[config.mk]
export PLATFORM = sky130hd
export DESIGN_NAME = fawm_monitor
export DESIGN_NICKNAME = d
export VERILOG_FILES = /design/src/verilog/fawm_pkg.sv /design/src/verilog/fawm_monitor.sv
export VERILOG_INCLUDE_DIRS = /design/src /design/src/verilog
export SDC_FILE = /design/constraint.sdc
export NUM_CORES = 1
export LEC_CHECK = 0
export BUFFER_PORTS_ARGS = -buffer_cell sky130_fd_sc_hd__buf_2
export CAP_MARGIN = 15
export CORE_MARGIN = 1.5
export CORE_UTILIZATION = 33
export CTS_BUF_LIST = sky130_fd_sc_hd__clkbuf_4 sky130_fd_sc_hd__clkbuf_8
export DETAILED_ROUTE_END_ITERATION = 10
export SLEW_MARGIN = 20
export SYNTH_ARGS = -nofsm -noshare
export SYNTH_HDL_FRONTEND = slang
export SYNTH_SLANG_ARGS = --single-unit
[constraint.sdc]
create_clock -name sys_clk -period 3.25 [get_ports sys_clk]
set_input_delay 0.65 -clock sys_clk [delete_from_list [all_inputs] [get_ports sys_clk]]
set_output_delay 0.65 -clock sys_clk [all_outputs]
set_load 0.05 [all_outputs]
[src/verilog/fawm_regs.svh]
// Register offsets, field positions, reset values and timing of the fault monitor
`ifndef FAWM_REGS_SVH
`define FAWM_REGS_SVH
// ==========================================================
// Register offsets
`define FAWM_A_SWRST 8'h01
`define FAWM_A_REF   8'h02
`define FAWM_A_WDC   8'h03
`define FAWM_A_STS   8'h0B
`define FAWM_A_MSK   8'h0C
`define FAWM_A_ACT   8'h0D
`define FAWM_A_CODE  8'h0E
`define FAWM_A_WDR   8'h10
// ==========================================================
// Field positions
`define FAWM_REF_EN  0
`define FAWM_REF_POC 1
`define FAWM_WD_EN   0
`define FAWM_WD_PER  1
`define FAWM_WD_SAT  3
`define FAWM_S_OPEN  0
`define FAWM_S_COMP  1
`define FAWM_S_OT    2
`define FAWM_S_WDT   3
`define FAWM_S_CRC   4
`define FAWM_S_SHORT 5
`define FAWM_S_RAIL  6
`define FAWM_S_CLAMP_LEARNED_FLAG  7
`define FAWM_ACT_OT  0
`define FAWM_ACT_OUT 2
`define FAWM_ACT_CW  4
`define FAWM_ACT_IOC 6
`define FAWM_ACT_CODE 2'h1
`define FAWM_ACT_OFF  2'h2
// ==========================================================
// Reset values
`define FAWM_RST_REF  2'h0
`define FAWM_RST_WDC  4'h0
`define FAWM_RST_STS  8'h00
`define FAWM_RST_MSK  7'h00
`define FAWM_RST_ACT  8'h00
`define FAWM_RST_CODE 6'h00
// ==========================================================
// Timing
`define FAWM_CLK_MHZ 25
`define FAWM_FLT_US  500
`define FAWM_SRST_US 8
`define FAWM_SRST_CYC (`FAWM_SRST_US * `FAWM_CLK_MHZ)
`define FAWM_WD_US0  1000
`define FAWM_WD_US1  2000
`define FAWM_WD_US2  4000
`define FAWM_WD_US3  8000
`endif

[src/verilog/fawm_pkg.sv]
// Types shared by the fault monitor
`default_nettype none
package fawm_pkg;
  // ========================================================
  // Register access from the serial frame decoder
  typedef struct packed {
    logic        wr;
    logic        rd;
    logic [7:0]  addr;
    logic [15:0] wdata;
  } fawm_req_t;
  // ========================================================
  // Analog fault sensing, one bit per channel except ot, crc_err and clamp_done
  typedef struct packed {
    logic [3:0] open;
    logic [3:0] comp;
    logic [3:0] shrt;
    logic [3:0] rail;
    logic [3:0] sat;
    logic [3:0] boost;
    logic [3:0] pos_en;
    logic [3:0] neg_en;
    logic [3:0] pos_ok;
    logic [3:0] neg_ok;
    logic       ot;
    logic       crc_err;
    logic       clamp_done;
  } fawm_flt_t;
  typedef enum logic [1:0] {
    FAWM_RUN = 2'b01,
    FAWM_CLR = 2'b10
  } fawm_seq_t;
endpackage
`default_nettype wire

[src/verilog/fawm_monitor.sv]
// Fault status, mask, alarm action and watchdog of a quad output converter
//
// Behaviour
// Reference stays off after reset until software sets its enable bit.
// Any reset returns registers to defaults and channel outputs disabled.
// Voltage output defaults to 30k to ground; select bit makes it high-Z.
// Open current output persisting over 500 us raises alarm.
// Compliance loss over 500 us alarms, optionally only when rail saturated.
// Over-temperature, watchdog, CRC, short over 500 us, rail maximum also alarm.
// Alarm tracks faults; CRC, watchdog and open alarm with rail converter latch until cleared.
// Open action 10 disables channel and makes open alarm non-latched.
// Supply-ok per channel needs enabled arms inside limits; disabled arms ignored.
// Status bits sticky until write-one-clear or reset; reset takes 8 us.
// Cleared status bit sets again while the fault remains.
// Mask mirrors status order; masked bits never drive the alarm.
// Action priority: over-temperature, output fault, then CRC or watchdog.
// Action 01 loads the fault code and keeps it after fault clears.
// Fault code is applied as a step, bypassing slew stepping.
// Watchdog runs only when enabled; 2-bit field selects timeout.
// Host writes refresh address before every timeout expires.
// Missed refresh pulls alarm low and sets watchdog timeout flag.
// Timeout flag cleared by reset or by disabling the watchdog.
// Host reads every device status on a shared alarm line.
// Clamp-learned flag set once load learning fills the clamp level.
// Alarm pin pulled low whenever an unmasked fault is present.
`include "fawm_regs.svh"
`default_nettype none
module fawm_monitor
  import fawm_pkg::*;
#(
  parameter int unsigned FLT_CYC = `FAWM_FLT_US * `FAWM_CLK_MHZ,
  parameter int unsigned WD_CYC0 = `FAWM_WD_US0 * `FAWM_CLK_MHZ,
  parameter int unsigned WD_CYC1 = `FAWM_WD_US1 * `FAWM_CLK_MHZ,
  parameter int unsigned WD_CYC2 = `FAWM_WD_US2 * `FAWM_CLK_MHZ,
  parameter int unsigned WD_CYC3 = `FAWM_WD_US3 * `FAWM_CLK_MHZ
) (
  // Clock and reset
  input  wire logic       sys_clk,
  input  wire logic       rst,
  // Register access
  input  wire fawm_req_t  req,
  output logic [15:0]     rdata,
  // Fault sensing
  input  wire fawm_flt_t  flt,
  // Open-drain alarm pin
  output logic            alarm_out,
  output logic            alarm_oe_n,
  // Analog control
  output logic            ref_en,
  output logic            vout_hiz,
  output logic [3:0]      chan_off,
  output logic            code_apply,
  output logic            code_step,
  output logic [5:0]      code_value,
  output logic [1:0]      act_applied
);
  // ========================================================
  // Reset sequencer
  localparam logic [7:0] SRST_CYC = 8'(`FAWM_SRST_CYC);
  fawm_seq_t  seq_r, seq_nxt;
  logic [7:0] sc_r, sc_nxt;
  logic       run;
  logic       wr_ok;
  assign run   = (seq_r == FAWM_RUN);
  assign wr_ok = req.wr && run;

  always_comb begin
    seq_nxt = seq_r;
    sc_nxt  = sc_r;
    case (seq_r)
      FAWM_RUN: begin
        if (wr_ok && req.addr == `FAWM_A_SWRST) begin
          seq_nxt = FAWM_CLR;
          sc_nxt  = 8'h00;
        end
      end
      FAWM_CLR: begin
        // Held long enough for the status clear to settle
        sc_nxt = sc_r + 8'h01;
        if (sc_r == SRST_CYC - 8'h01) begin
          seq_nxt = FAWM_RUN;
        end
      end
      default: seq_nxt = FAWM_CLR;
    endcase
  end

  always_ff @(posedge sys_clk) begin
    if (rst) begin
      seq_r <= FAWM_CLR;
      sc_r  <= 8'h00;
    end else begin
      seq_r <= seq_nxt;
      sc_r  <= sc_nxt;
    end
  end

  // ========================================================
  // Control registers
  logic [1:0] ref_r, ref_nxt;
  logic [3:0] wdc_r, wdc_nxt;
  logic [6:0] msk_r, msk_nxt;
  logic [7:0] act_r, act_nxt;
  logic [5:0] code_r, code_nxt;

  always_comb begin
    ref_nxt  = ref_r;
    wdc_nxt  = wdc_r;
    msk_nxt  = msk_r;
    act_nxt  = act_r;
    code_nxt = code_r;
    if (!run) begin
      ref_nxt  = `FAWM_RST_REF;
      wdc_nxt  = `FAWM_RST_WDC;
      msk_nxt  = `FAWM_RST_MSK;
      act_nxt  = `FAWM_RST_ACT;
      code_nxt = `FAWM_RST_CODE;
    end else if (req.wr) begin
      case (req.addr)
        `FAWM_A_REF:  ref_nxt  = req.wdata[1:0];
        `FAWM_A_WDC:  wdc_nxt  = req.wdata[3:0];
        `FAWM_A_MSK:  msk_nxt  = req.wdata[6:0];
        `FAWM_A_ACT:  act_nxt  = req.wdata[7:0];
        `FAWM_A_CODE: code_nxt = req.wdata[5:0];
        default: ;
      endcase
    end
  end

  always_ff @(posedge sys_clk) begin
    if (rst) begin
      ref_r  <= `FAWM_RST_REF;
      wdc_r  <= `FAWM_RST_WDC;
      msk_r  <= `FAWM_RST_MSK;
      act_r  <= `FAWM_RST_ACT;
      code_r <= `FAWM_RST_CODE;
    end else begin
      ref_r  <= ref_nxt;
      wdc_r  <= wdc_nxt;
      msk_r  <= msk_nxt;
      act_r  <= act_nxt;
      code_r <= code_nxt;
    end
  end

  logic [1:0] ot_act, out_act, cw_act, ioc_act;
  assign ot_act  = act_r[`FAWM_ACT_OT +: 2];
  assign out_act = act_r[`FAWM_ACT_OUT +: 2];
  assign cw_act  = act_r[`FAWM_ACT_CW +: 2];
  assign ioc_act = act_r[`FAWM_ACT_IOC +: 2];

  // ========================================================
  // Persistence filters: open, compliance and short per channel
  localparam logic [15:0] FLT_LIM = 16'(FLT_CYC);
  logic [11:0] raw, qual;
  logic [15:0] pc_r [12];
  logic [15:0] pc_nxt [12];
  logic [3:0]  comp_raw;
  // Saturation option suppresses compliance alarms on channels whose sat bit is low
  assign comp_raw = flt.comp & (flt.sat | {4{~wdc_r[`FAWM_WD_SAT]}});
  assign raw      = {flt.shrt, comp_raw, flt.open};

  always_comb begin
    for (int i = 0; i < 12; i++) begin
      if (!raw[i] || !run) begin
        pc_nxt[i] = 16'h0000;
      end else if (pc_r[i] == FLT_LIM) begin
        pc_nxt[i] = pc_r[i];
      end else begin
        pc_nxt[i] = pc_r[i] + 16'h0001;
      end
      qual[i] = (pc_r[i] == FLT_LIM);
    end
  end

  always_ff @(posedge sys_clk) begin
    for (int i = 0; i < 12; i++) begin
      if (rst) begin
        pc_r[i] <= 16'h0000;
      end else begin
        pc_r[i] <= pc_nxt[i];
      end
    end
  end

  logic q_open, q_comp, q_short;
  assign q_open  = |qual[3:0];
  assign q_comp  = |qual[7:4];
  assign q_short = |qual[11:8];

  // ========================================================
  // Watchdog
  logic [23:0] wd_r, wd_nxt, wd_lim;
  logic        wd_en, wd_to, wd_kick;
  assign wd_en   = wdc_r[`FAWM_WD_EN];
  assign wd_kick = wr_ok && req.addr == `FAWM_A_WDR;
  assign wd_to   = wd_en && wd_r == wd_lim;

  always_comb begin
    case (wdc_r[`FAWM_WD_PER +: 2])
      2'h0:    wd_lim = 24'(WD_CYC0);
      2'h1:    wd_lim = 24'(WD_CYC1);
      2'h2:    wd_lim = 24'(WD_CYC2);
      default: wd_lim = 24'(WD_CYC3);
    endcase
    if (!wd_en || wd_kick) begin
      wd_nxt = 24'h000000;
    end else if (wd_to) begin
      wd_nxt = wd_r;
    end else begin
      wd_nxt = wd_r + 24'h000001;
    end
  end

  always_ff @(posedge sys_clk) begin
    if (rst) begin
      wd_r <= 24'h000000;
    end else begin
      wd_r <= wd_nxt;
    end
  end

  // ========================================================
  // Sticky status and supply-ok
  logic [7:0] sts_r, sts_nxt, sts_set, w1c;
  logic [3:0] pg_r, pg_nxt;
  assign sts_set = {flt.clamp_done, |flt.rail, q_short, flt.crc_err,
                    wd_to, flt.ot, q_comp, q_open};
  assign w1c = (wr_ok && req.addr == `FAWM_A_STS) ? req.wdata[7:0] : 8'h00;

  always_comb begin
    // Set wins over a simultaneous clear
    sts_nxt = (sts_r & ~w1c) | sts_set;
    if (!wd_en) begin
      sts_nxt[`FAWM_S_WDT] = 1'b0;
    end
    if (!run) begin
      sts_nxt = `FAWM_RST_STS;
    end
    pg_nxt = (flt.pos_ok | ~flt.pos_en) & (flt.neg_ok | ~flt.neg_en);
  end

  always_ff @(posedge sys_clk) begin
    if (rst) begin
      sts_r <= `FAWM_RST_STS;
      pg_r  <= 4'h0;
    end else begin
      sts_r <= sts_nxt;
      pg_r  <= pg_nxt;
    end
  end

  // ========================================================
  // Alarm pin, actions and read data
  logic       alarm_r, alarm_nxt, latch_open;
  logic [6:0] live;
  logic [3:0] off_r, off_nxt;
  logic       capp_r, capp_nxt, cstep_r, cstep_nxt;
  logic [5:0] cval_r, cval_nxt;
  logic [1:0] asel, asel_r;
  logic [15:0] rd_r, rd_nxt;
  logic       ot_hit, out_hit, cw_hit;
  assign latch_open = (|flt.boost) && ioc_act != `FAWM_ACT_OFF;
  assign live = {|flt.rail, q_short, sts_r[`FAWM_S_CRC], sts_r[`FAWM_S_WDT],
                 flt.ot, q_comp, q_open | (sts_r[`FAWM_S_OPEN] & latch_open)};
  assign ot_hit  = flt.ot && ot_act != 2'h0;
  assign out_hit = (q_open || q_comp || q_short) && out_act != 2'h0;
  assign cw_hit  = (sts_set[`FAWM_S_CRC] || wd_to) && cw_act != 2'h0;

  always_comb begin
    alarm_nxt = run && (|(live & ~msk_r));
    asel = ot_hit ? ot_act : out_hit ? out_act : cw_hit ? cw_act : 2'h0;
    capp_nxt  = run && (capp_r || asel == `FAWM_ACT_CODE);
    cstep_nxt = run && asel == `FAWM_ACT_CODE && !capp_r;
    cval_nxt  = cstep_nxt ? code_r : cval_r;
    if (!run) begin
      cval_nxt = `FAWM_RST_CODE;
    end
    off_nxt = run ? (off_r | (qual[3:0] & {4{ioc_act == `FAWM_ACT_OFF}})) : 4'h0;
    case (req.addr)
      `FAWM_A_REF:  rd_nxt = {14'h0000, ref_r};
      `FAWM_A_WDC:  rd_nxt = {12'h000, wdc_r};
      `FAWM_A_STS:  rd_nxt = {4'h0, pg_r, sts_r};
      `FAWM_A_MSK:  rd_nxt = {9'h000, msk_r};
      `FAWM_A_ACT:  rd_nxt = {8'h00, act_r};
      `FAWM_A_CODE: rd_nxt = {10'h000, code_r};
      default:      rd_nxt = 16'h0000;
    endcase
    if (!req.rd) begin
      rd_nxt = rd_r;
    end
  end

  always_ff @(posedge sys_clk) begin
    if (rst) begin
      alarm_r <= 1'b0;
      asel_r  <= 2'h0;
      capp_r  <= 1'b0;
      cstep_r <= 1'b0;
      cval_r  <= `FAWM_RST_CODE;
      off_r   <= 4'h0;
      rd_r    <= 16'h0000;
    end else begin
      alarm_r <= alarm_nxt;
      asel_r  <= asel;
      capp_r  <= capp_nxt;
      cstep_r <= cstep_nxt;
      cval_r  <= cval_nxt;
      off_r   <= off_nxt;
      rd_r    <= rd_nxt;
    end
  end

  assign alarm_out   = 1'b0;
  assign alarm_oe_n  = ~alarm_r;
  assign ref_en      = ref_r[`FAWM_REF_EN];
  assign vout_hiz    = ref_r[`FAWM_REF_POC];
  assign chan_off    = off_r;
  assign code_apply  = capp_r;
  assign code_step   = cstep_r;
  assign code_value  = cval_r;
  assign act_applied = asel_r;
  assign rdata       = rd_r;
endmodule
`default_nettype wire

==> impl_results.html <==
<table>
<tr><th>Metric</th><th>Value</th></tr>
<tr><th colspan="2">Power</th></tr>
<tr><td>Combinational Power Share</td><td>0.016</td></tr>
<tr><td>Power consumption</td><td>0.007246 W</td></tr>
<tr><td>Internal</td><td>about 0.0057 W</td></tr>
<tr><td>Leakage component of the power</td><td>5.253 nW</td></tr>
<tr><td>Net load switching power</td><td>between 0.0015 and 0.002 W</td></tr>
<tr><td>Max rail drop VDD</td><td>201.8 µV</td></tr>
<tr><td>Portion of total power attributed to the clock network</td><td>0.488</td></tr>
<tr><td>Power per unit of standard cell area</td><td>around 470 nW/µm²</td></tr>
<tr><td>Fraction of power consumed by sequential logic</td><td>0.496</td></tr>
<tr><td>Proportion of total power due to net switching</td><td>0.2126</td></tr>
<tr><th colspan="2">Place</th></tr>
<tr><td>Cell Count Post-Placement</td><td>between 2000 and 2500</td></tr>
<tr><td>RD Place Congestion</td><td>around 0.8</td></tr>
<tr><td>Post-placement worst setup slack</td><td>~0.2 ns</td></tr>
<tr><td>Placed Area</td><td>about 14000 µm²</td></tr>
<tr><td>Post-DP HPWL</td><td>slightly above 20000 µm</td></tr>
<tr><td>I/O Buffers</td><td>91</td></tr>
<tr><th colspan="2">Worst hold path</th></tr>
<tr><td>Hold Path Sink</td><td>pg_r[2]</td></tr>
<tr><td>Startpoint of the most critical hold path</td><td>flt[13]</td></tr>
<tr><td>Worst hold path stage count</td><td>2</td></tr>
<tr><td>Path type of the worst min-delay path</td><td>input pin to flip-flop</td></tr>
<tr><th colspan="2">Yosys</th></tr>
<tr><td>Top cells by area in the synthesized netlist</td><td>sky130_fd_sc_hd__dfxtp_1, sky130_fd_sc_hd__xor2_1, sky130_fd_sc_hd__nor2_1, sky130_fd_sc_hd__nand3_1, sky130_fd_sc_hd__nand2_1</td></tr>
<tr><td>Post-synth design cell area</td><td>around 13000 µm²</td></tr>
<tr><td>Dominant combinational cell family by area after synthesis</td><td>simple AND/OR/NAND/NOR gates</td></tr>
<tr><td>Fraction of post-synthesis cell area in the top cell type by area</td><td>0.4429</td></tr>
<tr><td>Simple-gate area share of the yosys netlist</td><td>0.2809</td></tr>
<tr><td>Fraction of the mapped netlist area in adder cells</td><td>0.03129</td></tr>
<tr><td>Dominant cell by count in the synthesized netlist</td><td>sky130_fd_sc_hd__nor2_1</td></tr>
<tr><td>Synth Area in Compound Gates</td><td>0.07196</td></tr>
<tr><td>Biggest area consumer among synthesized cells</td><td>sky130_fd_sc_hd__dfxtp_1</td></tr>
<tr><td>Post-synth top flop</td><td>sky130_fd_sc_hd__dfxtp_1</td></tr>
<tr><td>Sequential area share after synthesis</td><td>0.4429</td></tr>
<tr><td>Number of different library cells in the post-synthesis netlist</td><td>59</td></tr>
<tr><td>XOR/XNOR share of the synthesized area</td><td>0.1168</td></tr>
<tr><td>Total number of yosys warnings</td><td>0</td></tr>
<tr><td>Number of standard cells after synthesis</td><td>1542</td></tr>
<tr><td>Mean instance size in the synthesized netlist</td><td>8.559 µm²</td></tr>
<tr><td>Number of enable-type register cells in the synthesized netlist</td><td>0</td></tr>
<tr><td>Top post-synthesis cells by count</td><td>sky130_fd_sc_hd__nor2_1, sky130_fd_sc_hd__dfxtp_1, sky130_fd_sc_hd__xor2_1</td></tr>
<tr><td>Register bit count reported by yosys</td><td>between 200 and 300</td></tr>
<tr><td>Synth async-reset ratio</td><td>0</td></tr>
<tr><td>Multiplexer fraction of the synthesized cell area</td><td>0.02617</td></tr>
<tr><th colspan="2">Worst setup path</th></tr>
<tr><td>Critical path, cell by cell</td><td>inv_1 &gt; ha_1 &gt; or4_1 &gt; a22oi_1 &gt; nand3_1 &gt; or4_4 &gt; a211oi_2 &gt; a211o_1 &gt; nand3_1 &gt; a21oi_1</td></tr>
<tr><td>Top delay family on crit path</td><td>simple AND/OR/NAND/NOR gates</td></tr>
<tr><td>Critical path buffers and inverters</td><td>1</td></tr>
<tr><td>Worst flop-to-flop path endpoint</td><td>code_value[0]</td></tr>
<tr><td>Most used cell along the critical path</td><td>sky130_fd_sc_hd__nand3_1</td></tr>
<tr><td>Data required time of the worst path</td><td>between 3 and 4 ns</td></tr>
<tr><td>Arrival time of the worst setup path</td><td>between 3 and 4 ns</td></tr>
<tr><td>Register-to-Register Path Depth</td><td>10</td></tr>
<tr><td>Critical path endpoint category</td><td>flip-flop</td></tr>
<tr><td>CP max stage delay</td><td>0.48 ns</td></tr>
<tr><td>Reg-to-reg critical path startpoint</td><td>wdc_r[1]</td></tr>
<tr><td>CP max stage cell</td><td>sky130_fd_sc_hd__or4_1</td></tr>
<tr><td>Setup slack of the most critical reg-to-reg path</td><td>roughly 0.33 ns</td></tr>
<tr><td>Crit Path Class</td><td>flip-flop to flip-flop</td></tr>
<tr><td>Startpoint kind of the worst setup timing path</td><td>flip-flop</td></tr>
<tr><td>Critical path peak fanout</td><td>7</td></tr>
<tr><th colspan="2">Timing</th></tr>
<tr><td>Clock period minus final worst setup slack</td><td>just under 3 ns</td></tr>
<tr><td>Final-report hold violation count</td><td>0</td></tr>
<tr><td>Fin. max-slew vios</td><td>0</td></tr>
<tr><td>Final cycle utilization of the critical path</td><td>0.8995</td></tr>
<tr><td>Accumulated negative setup slack</td><td>0 ns</td></tr>
<tr><td>Relative slew slack</td><td>0.4505</td></tr>
<tr><td>Worst-margin pin slew</td><td>0.8225 ns</td></tr>
<tr><td>RSZ-0062 raised after global routing</td><td>false</td></tr>
<tr><td>Max Freq</td><td>around 340 MHz</td></tr>
<tr><td>Setup clock skew after layout</td><td>0.01280 ns</td></tr>
<tr><td>Final setup vio count</td><td>0</td></tr>
<tr><td>Final worst-path setup slack</td><td>between 0.3 and 0.4 ns</td></tr>
<tr><th colspan="2">Flow run</th></tr>
<tr><td>Number of maximum-capacitance constraint violations</td><td>0</td></tr>
<tr><th colspan="2">Global route</th></tr>
<tr><td>Number of antenna violations at the first check in global routing</td><td>2</td></tr>
<tr><td>Global-route usage over all layers</td><td>0.1393</td></tr>
<tr><td>Total congestion overflow after global routing</td><td>0</td></tr>
<tr><td>Via count of the first global-routing pass</td><td>10100</td></tr>
<tr><td>Global-route wire length before repair</td><td>roughly 48000 µm</td></tr>
<tr><td>Largest net degree at the start of global routing</td><td>37</td></tr>
<tr><th colspan="2">Die</th></tr>
<tr><td>Starting Density</td><td>0.3329</td></tr>
<tr><td>Core Rows</td><td>73</td></tr>
<tr><td>Die Ht</td><td>between 200 and 250 µm</td></tr>
<tr><td>Die ar.</td><td>41200 µm²</td></tr>
<tr><td>Number of top-level pins</td><td>roughly 110</td></tr>
<tr><td>Horizontal die dimension</td><td>approximately 200 µm</td></tr>
<tr><td>Total core area</td><td>39640 µm²</td></tr>
<tr><th colspan="2">Drt</th></tr>
<tr><td>Post-route DRC violation count</td><td>0</td></tr>
<tr><td>Average vias per placed instance</td><td>approximately 4.8</td></tr>
<tr><td>Count of nets left with antenna violations after detail routing</td><td>0</td></tr>
<tr><td>Detailed-route via count</td><td>around 11000</td></tr>
<tr><td>Detailed Route WL</td><td>about 29000 µm</td></tr>
<tr><td>Routed length per placed instance</td><td>roughly 13 µm</td></tr>
<tr><td>First-pass iteration count of the detailed router</td><td>5</td></tr>
<tr><td>Initial DRC Count</td><td>about 550</td></tr>
<tr><th colspan="2">Clocking</th></tr>
<tr><td>Number of buffers added to fix hold violations after cts</td><td>0</td></tr>
<tr><td>Clock slew at reported path FFs</td><td>roughly 0.06 ns</td></tr>
<tr><td>Clock buffers created by TritonCTS</td><td>49</td></tr>
<tr><td>Clock root buffer</td><td>sky130_fd_sc_hd__clkbuf_8</td></tr>
<tr><td>Clock sinks</td><td>about 300</td></tr>
<tr><td>Buffers from clock root to sink, at most</td><td>3</td></tr>
<tr><td>Clock network latency to the later pin of the worst-skew pair</td><td>~0.57 ns</td></tr>
<tr><td>TritonCTS clock tree</td><td>built</td></tr>
<tr><td>H-tree depth reported by CTS</td><td>2</td></tr>
<tr><th colspan="2">Layout</th></tr>
<tr><td>Share of layout cells above drive strength 1</td><td>0.1269</td></tr>
<tr><td>Final-layout fill cell count</td><td>roughly 4000</td></tr>
<tr><td>Finished Layout Cells</td><td>around 2200</td></tr>
<tr><td>Number of nets in the final layout</td><td>1767</td></tr>
<tr><td>Growth of design area from synthesis to finish</td><td>16.61%</td></tr>
<tr><td>Fin area</td><td>between 15000 and 20000 µm²</td></tr>
<tr><th colspan="2">Run status</th></tr>
<tr><td>Outcome</td><td>completed</td></tr>
</table>
==> per-layer routing <==
metal | up-vias | track usage | wire (µm)
met5 | - | 0 | 13
met4 | 2 | 0.04762 | 707
met3 | 49 | 0.03050 | 1435
met2 | 193 | 0.2249 | 12670
met1 | 4933 | 0.1833 | 13900
li1 | 5534 | - | -
==> cell usage in the layout (no fill, tap or decap), types with 34 or more instances in the layout <==
cell type                  instances
sky130_fd_sc_hd__and3_1           34
sky130_fd_sc_hd__xor2_1          129
sky130_fd_sc_hd__inv_1            53
sky130_fd_sc_hd__dfxtp_1         292
sky130_fd_sc_hd__xnor2_1          47
sky130_fd_sc_hd__clkbuf_8         67
sky130_fd_sc_hd__nand4_1          39
sky130_fd_sc_hd__nand3_1         102
sky130_fd_sc_hd__o21ai_0          36
sky130_fd_sc_hd__nor2_1          299
sky130_fd_sc_hd__a21oi_1          60
sky130_fd_sc_hd__buf_2            91
sky130_fd_sc_hd__nand2_1         121
==> repair_timing <==
item                                    in CTS  in global routing
endpoints found under the hold margin        0                  0
buffers inserted                             0                  0
resized for setup                            0                  2
endpoints found under the setup margin       0                  6
==> worst max-delay path by stage <==
stage	start	endpoint	slack, ns	depth (start not counted)
detailed placement	wdc_r[1]	code_value[3]	0.20	10
CTS	wdc_r[1]	code_value[0]	0.19	10
floorplan	wdc_r[1]	code_value[0]	0.49	12
global placement	wdc_r[1]	code_value[5]	0.26	10
finish	wdc_r[1]	code_value[0]	0.33	10
global route	wdc_r[1]	code_value[3]	0.06	10
==> power groups by stage <==
stage	registers [W]	clock network (W)	logic, W
6_report	0.00359	0.00354	0.000114
5_1_grt	0.00359	0.00384	0.000125
4_1_cts	0.00359	0.00368	0.000115
3_5_place_dp	0.00367	0	0.000114
3_3_place_gp	0.00367	0	0.000113
2_1_floorplan	0.00367	0	0.0000532
==> metrics by stage <==
stage          hold WS (ns)  utilization
2_1_floorplan        0.4358            -
3_3_place_gp         0.4426       0.3601
3_5_place_dp         0.4528       0.3601
4_1_cts              0.2166       0.3879
5_1_grt              0.2239       0.3882
6_report             0.2698       0.3882
==> flip-flops by register name, summed over array words and instances (netlist names), 6 cells and up <==
| signal | flops |
|---|---|
| rdata | 12 |
| sc_r | 8 |
| code_value | 6 |
| sts_r | 8 |
| act_r | 8 |
| pc_r | 192 |
| wd_r | 24 |
| msk_r | 7 |
| code_r | 6 |
==> cell type report <==
cell class | instances | area, µm² | share of cell area
Clock inverter | 9 | 75.07 | 0.004878
Inverter | 54 | 202.7 | 0.01317
Tap cell | 525 | 656.9 | 0.04268
Antenna cell | 2 | 5.005 | 0.0003252
Clock buffer | 81 | 1027 | 0.06675
Sequential cell | 292 | 5846 | 0.3798
Timing Repair Buffer | 109 | 590.6 | 0.03837
Multi-Input combinational cell | 1157 | 6987 | 0.4540
==> logic make-up (layout without fill, tap and decap cells) <==
kind of cell,Yosys count,after routing
xor+xnor,176,176
other cells,1,7
fa+ha+maj,33,33
buf+inv,97,253
mux,34,34
simple gates,755,755
compound gates,154,154
flops,292,292
Power figures use the tool's default switching activity.
